===== config.mk =====
export PLATFORM = sky130hd
export DESIGN_NAME = ptmc_config
export DESIGN_NICKNAME = d
export VERILOG_FILES = /design/src/rtl/ptmc_pkg.sv /design/src/rtl/ptmc_config.sv /design/src/rtl/ptmc_port_gate.sv
export SDC_FILE = /design/constraint.sdc
export NUM_CORES = 1
export LEC_CHECK = 0
export ABC_AREA = 1
export ABC_CLOCK_PERIOD_IN_PS = 1500
export BUFFER_PORTS_ARGS = -buffer_cell sky130_fd_sc_hd__buf_2
export CAP_MARGIN = 5
export CORE_MARGIN = 2
export CORE_UTILIZATION = 28
export CTS_BUF_LIST = sky130_fd_sc_hd__clkbuf_16
export DETAILED_ROUTE_END_ITERATION = 6
export PLACE_DENSITY = 0.63
export SLEW_MARGIN = 10
export SYNTH_ARGS = -nofsm -noshare
export SYNTH_HDL_FRONTEND = slang
export SYNTH_SLANG_ARGS = --single-unit

===== constraint.sdc =====
create_clock -name sys_clk -period 1.5 [get_ports sys_clk]
set_input_delay 0.15 -clock sys_clk [delete_from_list [all_inputs] [get_ports sys_clk]]
set_output_delay 0.15 -clock sys_clk [all_outputs]
set_load 0.1 [all_outputs]

===== src/rtl/ptmc_pkg.sv =====
// Purpose: shared constants and types for the port/timer master configuration bank
// Assumes: 6-bit register index, 8-bit data, one clock domain
// Notes: mode register fields are common to both handshake ports
package ptmc_pkg;
	localparam logic [5:0] MASTER_CFG_ADDR = 6'h01;
	localparam logic [5:0] FIRST_MODE_ADDR = 6'h20;
	localparam logic [5:0] SECOND_MODE_ADDR = 6'h28;
	localparam logic [7:0] MASTER_CFG_RESET = 8'h00;
	localparam logic [7:0] MODE_RESET = 8'h00;
	// master configuration bit positions
	localparam int SECOND_PORT_EN_BIT = 7;
	localparam int TIMER_ONE_EN_BIT = 6;
	localparam int TIMER_TWO_EN_BIT = 5;
	localparam int THIRD_EN_BIT = 4;
	localparam int PORT_JOIN_BIT = 3;
	localparam int FIRST_PORT_EN_BIT = 2;
	localparam int TIMER_JOIN_LSB = 0;
	// mode register bit positions
	localparam int KIND_LSB = 6;
	localparam int BYTE_PAIR_BIT = 5;
	localparam int ONE_DEEP_BIT = 4;
	localparam int MATCH_ONLY_BIT = 3;
	localparam int MATCH_MODE_LSB = 1;
	localparam int LATCH_SKEW_BIT = 0;

	typedef enum logic [1:0] {
		PTMC_KIND_BIT = 2'b00,
		PTMC_KIND_IN = 2'b01,
		PTMC_KIND_OUT = 2'b10,
		PTMC_KIND_BIDIR = 2'b11
	} ptmc_kind_type;

	typedef enum logic [1:0] {
		PTMC_MATCH_OFF = 2'b00,
		PTMC_MATCH_AND = 2'b01,
		PTMC_MATCH_OR = 2'b10,
		PTMC_MATCH_VEC = 2'b11
	} ptmc_match_type;

	typedef enum logic [1:0] {
		PTMC_TJ_INDEP = 2'b00,
		PTMC_TJ_GATE = 2'b01,
		PTMC_TJ_TRIG = 2'b10,
		PTMC_TJ_COUNT = 2'b11
	} ptmc_tjoin_type;

	// decoded controls for one handshake port
	typedef struct packed {
		logic enabled;
		logic handshake_idle;
		logic is_bit_port;
		logic is_input;
		logic is_output;
		logic is_bidir;
		logic byte_pair;
		logic one_deep;
		logic match_only;
		ptmc_match_type match_mode;
		logic latch_on_match;
		logic skew_delay_enable;
	} ptmc_port_ctl_type;

	// buffer occupancy and events reported by the port datapath
	typedef struct packed {
		logic data_full;
		logic buffer_full;
		logic byte_moved;
		logic byte_matched;
		logic other_event;
	} ptmc_port_stat_type;
endpackage


===== src/rtl/ptmc_config.sv =====
// Purpose: master configuration and port mode registers with enable gating
// Assumes: register index and strobes from the pointer logic, same clock
// Notes: handshake and timer datapaths live in neighbouring blocks
// How it works
// - second port disabled: its pending flag cannot set, existing flag kept
// - second port disabled: no request/wait, catchers transparent, lines floated
// - timer disabled: no new flag, running flag cleared, read hold zero, triggers ignored
// - one enable bit gates third port and timer three alike
// - that enable low: both handshakes idle, acknowledge input forced high
// - port join set: one 16-bit port using first port's controls
// - first port enable gates first port like second port enable
// - timer join: independent, gate, trigger, or count input
// - port kind: bit, input, output, bidirectional
// - byte-pair set: flag needs both registers full or empty
// - request rises at one or two bytes, holds while bytes remain
// - one-deep set: byte loads both buffer and data registers
// - match-only: interrupt only for matching moved bytes
// - match mode: off, AND, OR, OR with priority vector
// - bit 0 on bit ports latches input data on match
// - bit 0 on output handshake ports starts skew delay timer
// - reset clears master configuration: all disabled and unjoined
`timescale 1ns/1ps
module ptmc_config (
	// clock and reset
	input wire logic sys_clk,
	input wire logic reset_n,
	// register access
	input wire logic [5:0] reg_index,
	input wire logic reg_write,
	input wire logic [7:0] reg_wdata,
	output logic [7:0] reg_rdata,
	// first port datapath
	input wire ptmc_pkg::ptmc_port_stat_type first_stat,
	input wire logic first_pend_clear,
	input wire logic [7:0] first_drive_req,
	output logic first_pending,
	output logic first_request,
	output logic first_catch_transparent,
	output logic [7:0] first_oe_n,
	output logic first_skew_start,
	output logic first_one_deep,
	output logic first_latch_on_match,
	output logic [1:0] first_match_mode,
	// second port datapath
	input wire ptmc_pkg::ptmc_port_stat_type second_stat,
	input wire logic second_pend_clear,
	input wire logic [7:0] second_drive_req,
	output logic second_pending,
	output logic second_request,
	output logic second_catch_transparent,
	output logic [7:0] second_oe_n,
	output logic second_skew_start,
	output logic second_one_deep,
	output logic second_latch_on_match,
	output logic [1:0] second_match_mode,
	// joined port and handshake gating
	output logic ports_joined,
	output logic handshake_idle,
	output logic internal_acknowledge_input,
	input wire logic ack_in_pin_level,
	// timers
	input wire logic timer_one_out,
	output logic timer_one_enable,
	output logic timer_two_enable,
	output logic third_port_timer_enable,
	output logic [2:0] timer_hold_init,
	output logic [1:0] timer_join_select,
	output logic timer_two_gate,
	output logic timer_two_trigger,
	output logic timer_two_count_in,
	output logic timer_two_ext_count_clear
);
	logic [7:0] master_r;
	logic [7:0] master_nxt;
	logic [7:0] first_mode_r;
	logic [7:0] first_mode_nxt;
	logic [7:0] second_mode_r;
	logic [7:0] second_mode_nxt;
	ptmc_pkg::ptmc_port_ctl_type first_ctl;
	ptmc_pkg::ptmc_port_ctl_type second_ctl;
	ptmc_pkg::ptmc_tjoin_type tjoin;

	always_comb begin
		master_nxt = master_r;
		first_mode_nxt = first_mode_r;
		second_mode_nxt = second_mode_r;
		if (reg_write) begin
			case (reg_index)
				ptmc_pkg::MASTER_CFG_ADDR: master_nxt = reg_wdata;
				ptmc_pkg::FIRST_MODE_ADDR: first_mode_nxt = reg_wdata;
				ptmc_pkg::SECOND_MODE_ADDR: second_mode_nxt = reg_wdata;
				default: master_nxt = master_r;
			endcase
		end
	end

	always_ff @(posedge sys_clk or negedge reset_n) begin
		if (!reset_n) begin
			master_r <= ptmc_pkg::MASTER_CFG_RESET;
			first_mode_r <= ptmc_pkg::MODE_RESET;
			second_mode_r <= ptmc_pkg::MODE_RESET;
		end else begin
			master_r <= master_nxt;
			first_mode_r <= first_mode_nxt;
			second_mode_r <= second_mode_nxt;
		end
	end

	always_comb begin
		case (reg_index)
			ptmc_pkg::MASTER_CFG_ADDR: reg_rdata = master_r;
			ptmc_pkg::FIRST_MODE_ADDR: reg_rdata = first_mode_r;
			ptmc_pkg::SECOND_MODE_ADDR: reg_rdata = second_mode_r;
			default: reg_rdata = 8'h00;
		endcase
	end

	assign timer_one_enable = master_r[ptmc_pkg::TIMER_ONE_EN_BIT];
	assign timer_two_enable = master_r[ptmc_pkg::TIMER_TWO_EN_BIT];
	assign third_port_timer_enable = master_r[ptmc_pkg::THIRD_EN_BIT];
	assign ports_joined = master_r[ptmc_pkg::PORT_JOIN_BIT];
	assign timer_join_select = master_r[ptmc_pkg::TIMER_JOIN_LSB +: 2];
	assign tjoin = ptmc_pkg::ptmc_tjoin_type'(timer_join_select);

	// timers held initialized while disabled; third timer shares the port enable
	assign timer_hold_init = {!third_port_timer_enable, !timer_two_enable,
		!timer_one_enable};

	// handshake start-up is held back until the third enable is set
	assign handshake_idle = !third_port_timer_enable;
	assign internal_acknowledge_input = handshake_idle ? 1'b1 : ack_in_pin_level;

	// timer join routes timer one's inverted output to timer two's gate, trigger or count input
	always_comb begin
		timer_two_gate = 1'b1;
		timer_two_trigger = 1'b0;
		timer_two_count_in = 1'b0;
		timer_two_ext_count_clear = 1'b0;
		case (tjoin)
			ptmc_pkg::PTMC_TJ_INDEP: timer_two_gate = 1'b1;
			ptmc_pkg::PTMC_TJ_GATE: timer_two_gate = !timer_one_out;
			ptmc_pkg::PTMC_TJ_TRIG: timer_two_trigger = !timer_one_out;
			ptmc_pkg::PTMC_TJ_COUNT: begin
				timer_two_count_in = !timer_one_out;
				timer_two_ext_count_clear = 1'b1;
			end
			default: timer_two_gate = 1'b1;
		endcase
	end

	function automatic ptmc_pkg::ptmc_port_ctl_type decode(input logic [7:0] mode,
			input logic en, input logic idle);
		ptmc_pkg::ptmc_port_ctl_type c;
		ptmc_pkg::ptmc_kind_type kind;
		kind = ptmc_pkg::ptmc_kind_type'(mode[ptmc_pkg::KIND_LSB +: 2]);
		c.enabled = en;
		c.handshake_idle = idle;
		c.is_bit_port = (kind == ptmc_pkg::PTMC_KIND_BIT);
		c.is_input = (kind == ptmc_pkg::PTMC_KIND_IN);
		c.is_output = (kind == ptmc_pkg::PTMC_KIND_OUT);
		c.is_bidir = (kind == ptmc_pkg::PTMC_KIND_BIDIR);
		c.byte_pair = mode[ptmc_pkg::BYTE_PAIR_BIT];
		c.one_deep = mode[ptmc_pkg::ONE_DEEP_BIT] && !c.is_bit_port;
		c.match_only = mode[ptmc_pkg::MATCH_ONLY_BIT];
		c.match_mode = ptmc_pkg::ptmc_match_type'(mode[ptmc_pkg::MATCH_MODE_LSB +: 2]);
		// bit 0 means different things by port kind
		c.latch_on_match = mode[ptmc_pkg::LATCH_SKEW_BIT] && c.is_bit_port;
		c.skew_delay_enable = mode[ptmc_pkg::LATCH_SKEW_BIT] && c.is_output;
		return c;
	endfunction

	// second port's handshake fields are ignored while joined
	assign first_ctl = decode(first_mode_r, master_r[ptmc_pkg::FIRST_PORT_EN_BIT],
		handshake_idle);
	assign second_ctl = decode(ports_joined ? 8'h00 : second_mode_r,
		master_r[ptmc_pkg::SECOND_PORT_EN_BIT], handshake_idle);

	assign first_one_deep = first_ctl.one_deep;
	assign first_latch_on_match = first_ctl.latch_on_match;
	assign first_match_mode = first_ctl.match_mode;
	assign second_one_deep = second_ctl.one_deep;
	assign second_latch_on_match = second_ctl.latch_on_match;
	assign second_match_mode = second_ctl.match_mode;

	ptmc_port_gate u_first (
		.sys_clk(sys_clk),
		.reset_n(reset_n),
		.ctl(first_ctl),
		.stat(first_stat),
		.pend_clear(first_pend_clear),
		.out_drive_req(first_drive_req),
		.interrupt_pending_flag(first_pending),
		.request_out(first_request),
		.catchers_transparent(first_catch_transparent),
		.io_oe_n(first_oe_n),
		.skew_start(first_skew_start)
	);

	ptmc_port_gate u_second (
		.sys_clk(sys_clk),
		.reset_n(reset_n),
		.ctl(second_ctl),
		.stat(second_stat),
		.pend_clear(second_pend_clear),
		.out_drive_req(second_drive_req),
		.interrupt_pending_flag(second_pending),
		.request_out(second_request),
		.catchers_transparent(second_catch_transparent),
		.io_oe_n(second_oe_n),
		.skew_start(second_skew_start)
	);

	property p_reset_clears_master;
		@(posedge sys_clk) $rose(reset_n) |-> (master_r == 8'h00);
	endproperty
	a_reset_clears_master: assert property (p_reset_clears_master) else $error("master not clear");

	property p_write_lands;
		@(posedge sys_clk) disable iff (!reset_n)
		reg_write && reg_index == 6'h01 |=> master_r == $past(reg_wdata);
	endproperty
	a_write_lands: assert property (p_write_lands) else $error("master write lost");

	property p_second_floats;
		@(posedge sys_clk) disable iff (!reset_n)
		!master_r[7] |-> second_oe_n == 8'hFF && !second_request && second_catch_transparent;
	endproperty
	a_second_floats: assert property (p_second_floats) else $error("second port active");

	property p_first_floats;
		@(posedge sys_clk) disable iff (!reset_n)
		!master_r[2] |-> first_oe_n == 8'hFF && !first_request;
	endproperty
	a_first_floats: assert property (p_first_floats) else $error("first port active");

	property p_second_no_set;
		@(posedge sys_clk) disable iff (!reset_n)
		!master_r[7] && !second_pending |=> !second_pending;
	endproperty
	a_second_no_set: assert property (p_second_no_set) else $error("flag set while off");

	property p_ack_high;
		@(posedge sys_clk) disable iff (!reset_n)
		!master_r[4] |-> internal_acknowledge_input && !first_request && timer_hold_init[2];
	endproperty
	a_ack_high: assert property (p_ack_high) else $error("handshake not idle");

	property p_timer_hold;
		@(posedge sys_clk) disable iff (!reset_n)
		timer_hold_init[0] == !master_r[6] && timer_hold_init[1] == !master_r[5];
	endproperty
	a_timer_hold: assert property (p_timer_hold) else $error("timer hold wrong");

	property p_count_join;
		@(posedge sys_clk) disable iff (!reset_n)
		master_r[1:0] == 2'b11 |-> timer_two_count_in == !timer_one_out && timer_two_ext_count_clear;
	endproperty
	a_count_join: assert property (p_count_join) else $error("count join wrong");
endmodule


===== src/rtl/ptmc_port_gate.sv =====
// Purpose: per-port gating of interrupt, request, catchers and drive
// Assumes: occupancy flags come from the port datapath on sys_clk
// Notes: instantiated once per handshake port
`timescale 1ns/1ps
module ptmc_port_gate (
	// clock and reset
	input wire logic sys_clk,
	input wire logic reset_n,
	// control and status
	input wire ptmc_pkg::ptmc_port_ctl_type ctl,
	input wire ptmc_pkg::ptmc_port_stat_type stat,
	input wire logic pend_clear,
	input wire logic [7:0] out_drive_req,
	// gated results
	output logic interrupt_pending_flag,
	output logic request_out,
	output logic catchers_transparent,
	output logic [7:0] io_oe_n,
	output logic skew_start
);
	logic pend_r;
	logic pend_nxt;
	logic pair_ready;
	logic one_ready;
	logic ready;
	logic pend_event;

	always_comb begin
		// output ports count empty registers, input ports count full ones
		if (ctl.is_output) begin
			one_ready = !stat.data_full;
			pair_ready = !stat.data_full && !stat.buffer_full;
		end else begin
			one_ready = stat.data_full;
			pair_ready = stat.data_full && stat.buffer_full;
		end
		ready = ctl.byte_pair ? pair_ready : one_ready;
		pend_event = stat.other_event;
		if (!ctl.is_bit_port) begin
			if (ctl.match_only) begin
				pend_event = pend_event || (stat.byte_moved && stat.byte_matched);
			end else if (ctl.byte_pair) begin
				pend_event = pend_event || (stat.byte_moved && pair_ready);
			end else begin
				pend_event = pend_event || (stat.byte_moved && one_ready);
			end
		end
		pend_nxt = pend_r;
		if (pend_clear) begin
			pend_nxt = 1'b0;
		end
		// set beats clear; a disabled port keeps its flag but never sets it
		if (ctl.enabled && pend_event) begin
			pend_nxt = 1'b1;
		end
	end

	always_ff @(posedge sys_clk or negedge reset_n) begin
		if (!reset_n) begin
			pend_r <= 1'b0;
		end else begin
			pend_r <= pend_nxt;
		end
	end

	assign interrupt_pending_flag = pend_r;
	// request stays up while any byte is still movable
	assign request_out = ctl.enabled && !ctl.handshake_idle && !ctl.is_bit_port
		&& (ready || (stat.byte_moved && one_ready));
	assign catchers_transparent = !ctl.enabled;
	assign io_oe_n = ctl.enabled ? ~out_drive_req : 8'hFF;
	assign skew_start = ctl.skew_delay_enable && stat.byte_moved;
endmodule

## Word-level counts from Yosys, hierarchy flattened

Cells that the tools add are included.

- Flip-flop bits (word level): 26
- Input port bits: 47
- Output and inout bits: 55
- Word-level logic and storage cells: 93

- Equality and inequality tests: 8
- Multiplexer cells: 25
- Bitwise operators: 2
- Reductions and logical operators: 53

Operators with widths:

| kind | number |
|---|---|
| logical AND 1 bit | 26 |
| 2-to-1 mux 8 bit | 3 |
| case mux 8 bit (3 select lines) | 1 |
| 2-to-1 mux 1 bit | 21 |
| inverter 8 bit | 2 |
| == test 6 bit, second input constant | 2 |
| zero test 1 bit | 12 |
| == test 2 bit, second input constant | 4 |
| logical OR 1 bit | 8 |
| == test 6 x 1 -> 1 bit, second input constant | 1 |
| AND reduction 2 bit | 3 |
| zero test 2 bit | 2 |
| nonzero test 2 bit | 2 |
| == test 2 x 1 -> 1 bit, second input constant | 1 |

## Longest topological paths before layout

- Word-level depth: 10
- Gate-level depth with buffers: 9
- Gate-level depth less buffers: 9

## Modules after synthesis

A second synthesis with hierarchy kept.

- Cell total of the unflattened synthesis: 283
- Area total of the unflattened synthesis: 1888.1 µm²

Modules (own cells, without submodules):

| module | instances | cells each | area an instance (µm²) | seq. area each (µm²) |
|---|---|---|---|---|
| ptmc_config | 1 | 207 | 1497.7 | 600.6 |
| ptmc_port_gate | 2 | 38 | 195.2 | 25.0 |

## Worst setup path before layout

No wires, ideal clock.

- Kind: reg-to-output
- Start: reg master_r[3]
- End: out second_request
- Arrival time: 3.111 ns
- Data required time: 1.350 ns
- Setup slack: -1.761 ns
- Stages on the path, launching flop included: 5
- Buffers on the path: 0
- Cells stage by stage: dfrtp_1 > inv_1 > nand3_1 > nand3_1 > a31oi_1

- Longest elaborated chain between the ends: 6

RTL lines:

| item | RTL line | text |
|---|---|---|
| start, declared | ptmc_config.sv:73 | `logic [7:0] master_r;` |
| start signal, assigned | ptmc_config.sv:99 | `master_r <= ptmc_pkg::MASTER_CFG_RESET;` |
| start signal, assigned | ptmc_config.sv:103 | `master_r <= master_nxt;` |
| 2-to-1 mux 8 bit * | ptmc_config.sv:175 | `assign second_ctl = decode(ports_joined ? 8'h00 : second_mode_r,` |
| == test 2 bit | ptmc_config.sv:160 | `c.is_output = (kind == ptmc_pkg::PTMC_KIND_OUT);` |
| 2-to-1 mux 1 bit | ptmc_port_gate.sv:30 | `if (ctl.is_output) begin` |
| 2-to-1 mux 1 bit or logical AND 1 bit (tied branches) | ptmc_port_gate.sv:37, ptmc_port_gate.sv:69 |  |
| logical OR 1 bit | ptmc_port_gate.sv:69 | `&& (ready \|\| (stat.byte_moved && one_ready));` |
| logical AND 1 bit * | ptmc_port_gate.sv:69 |  |
| end, declared | ptmc_config.sv:49 | `output logic second_request,` |

Every way passes the cells marked *; elsewhere a longest branch is shown, timed or not.

## Worst setup path in the final report

Same ends and word-level chain as after synthesis.

==> results.toml <==
[detailed_routing]
wirelength_um = 5770
post_drt_wl_per_cell_um = 13.9
drc = 0
drtIter0Drc = 88
antenna_left = 0
avgViaCountPerCell = 4.70
drtPass1Iterations = 4
num_vias = 1947

[die]
core_area_um2 = 5610
initial_utilization_pct = 29.4
fp-row-count = 27
dieArea_um2 = 6520
die_h_um = 80.8
die_w_um = 80.8
io_pins = 102

[sta]
finalCritPeriodShare_pct = 112
skew_ps = 6.56
hold_viol_final = 0
fin_ws_ps = -180
slew_headroom_pct = 61.4
slew_violations = 0
timing.fmax_mhz = 595
finalSetupViolCount = 4
holdWs_ps = 113
period_needed_ps = 1680
grt_setup_unrepaired = "true"
tightest_slew_ps = 578

[worst_setup_path]
endpoint_kind = "primary output"
rrSetupSlack_ps = 160
cp-start-kind = "flop"
path_class = "flop to primary output"
r2r_end = "u_first.interrupt_pending_flag"
worst_r2r_startpoint = "first_mode_r[7]"
crit_fanout = 6
worst_r2r_path_depth = 9
cp_data_arrival_time_ps = 1530
crit_required_ps = 1350

[power_and_ir_drop]
p_comb_share_pct = 54.9
p_leak_nw = 1.57
power_switching_mw = 1.86
intPower_mw = 1.98
clock_power_share_pct = 20.0
cellPowerDensity_nw_per_um2 = 1150
p_total_mw = 3.84
sw_frac_of_total_pct = 48.4
pwr-share-seq_pct = 25.1
peakVddDrop_uv = 926

[clocking]
cts-root-buf = "clkbuf_16"
insertion_delay_ps = 260
cts_tree = "yes"
clk_path_buf_depth = 2
clock-sinks = 26
path_clk_slew_ps = 70
cts-buffers-inserted = 3
h-tree-depth = 1

[final_layout]
antenna_cells = 0
regArea_um2 = 667
drive_gt1_share_pct = 55.3
fill_cells = 498
final_area_um2 = 3340
multiInputGateArea_um2 = 996
area_delta_synth_final_pct = 103
layout.nets = 390

[outcome]
outcome = "finished, violations left"
violations = "setup timing"

[synth]
synth_top_area_share_pct = 39.4
ys_top_cells_by_count = "67 x nand2_1, 40 x inv_1, 26 x dfrtp_1"
ys_seq_elements = 26
synth_flop_cell = "dfrtp_1"
yosysTopAreaCell = "dfrtp_1"
syn_avg_cell_area_um2 = 7.24
synth-seq-area-share_pct = 39.4
synthCells = 228
synthMostInstantiatedCell = "nand2_1"
ys_types = 25
synth_nets = 275
synth_edf_count = 0
syn_area_um2 = 1650
ys_async_sr_fraction_pct = 100
synth_area_leaders = "dfrtp_1 39%, nand2_1 15%, inv_1 9.1%"
ys_warn_count = 0

[placement]
placed_cell_area_um2 = 3000
detailed_place_hpwl_um = 4430
place_congestion = 0.819
dp_slack_ps = -45.1
portBuffers = 101

[grt]
grt_util_all_layers_pct = 18.1
grt_pass1_wl_um = 9160
antenna_found_initial = 0
grt_max_degree = 27
grt_pass1_vias = 1919
grt-ovfl-total = 0

[hold_path]
whs_path_depth = 4
min-delay-start = "first_pend_clear"
whs_endpoint = "u_first.interrupt_pending_flag"
hp-class = "input port to flop"

[flow_run]
drv_cap = 0
-- metrics by stage --
| step | util, % | TNS, ps | std cells |
|---|---|---|---|
| floorplan | - | -6210 | 228 |
| global placement | 53.5 | 0 | 397 |
| detailed placement | 53.5 | -93.8 | 397 |
| CTS | 57.3 | -356 | 410 |
| global route | 59.6 | -791 | 414 |
| finish | 59.6 | -379 | 414 |
-- critical path: stages (launching register included) --
cell,delay [ps]
dfrtp_4,510
inv_8,90
nand3_4,70
xor2_1,130
nand2_1,100
a31oi_4,170
buf_12,190
-- repair_timing --
item,4_1_cts,5_1_grt
hold buffers,1,0
buffers inserted,8,4
endpoints found under the setup margin,10,16
hold endpoints to repair,26,0
gates resized for setup,15,30
pin swaps,8,10
-- flip-flops by register name (all words and copies together), names as in the netlist --
register	count
u_first.interrupt_pending_flag	1
master_r	8
second_mode_r	8
u_second.interrupt_pending_flag	1
first_mode_r	8
-- worst max path at each step --
stage / startpoint / to / slack, ps
finish: master_r[3] / second_request / -180
global route: master_r[3] / second_request / -210
CTS: master_r[3] / second_request / -220
detailed placement: reg_index[1] / reg_rdata[6] / -50
global placement: reg_index[0] / reg_rdata[6] / 9
floorplan: reg_index[0] / reg_rdata[0] / -650
-- kinds of logic after synthesis --
logic type | count (synthesis) | synth area share, %
xor gates and xnor gates | 1 | 0.531
buffers and inverters | 50 | 13.6
and+or+nand+nor | 111 | 30.8
AOI/OAI and AO/OA | 40 | 15.6
DFF | 26 | 39.4
-- layout make-up --
type | count | share of cell area [%]
tap | 72 | 2.70
inverter | 40 | 5.05
clock inverter | 1 | 0.899
clock buffer | 3 | 2.25
sequential | 26 | 20.0
timing repair buffer | 120 | 39.3
multi-input combinational | 152 | 29.8
-- cell usage in the layout (no fill, tap or decap), drive strengths merged --
cell	instances
a31oi	2
nor4b	1
o211ai	8
nor2	16
dlygate4sd3	1
o21ai	28
inv	37
nand2	70
a21boi	1
clkinvlp	3
xor2	1
buf	115
or2	1
bufinv	1
nand3	20
nor3	3
clkbuf	7
a211oi	1
dfrtp	26
-- power groups by stage --
stage | Combinational (mW) | Sequential (mW) | Clock [mW]
after global routing | 2.20 | 0.983 | 0.816
after detailed placement | 2.02 | 0.954 | 0
final | 2.11 | 0.964 | 0.768
after global placement | 2.00 | 0.953 | 0
after CTS | 2.07 | 0.950 | 0.780
after floorplan | 1.26 | 1.08 | 0
-- routing by layer --
layer	global-route usage [%]	share of wire (%)	up-vias
li1	-	-	952
met1	22.2	40	896
met2	32.8	50	94
met3	4.11	8.6	5
met4	3.22	0.50	0
met5	0	0	-
No activity file was read; power rests on OpenSTA's default activity.
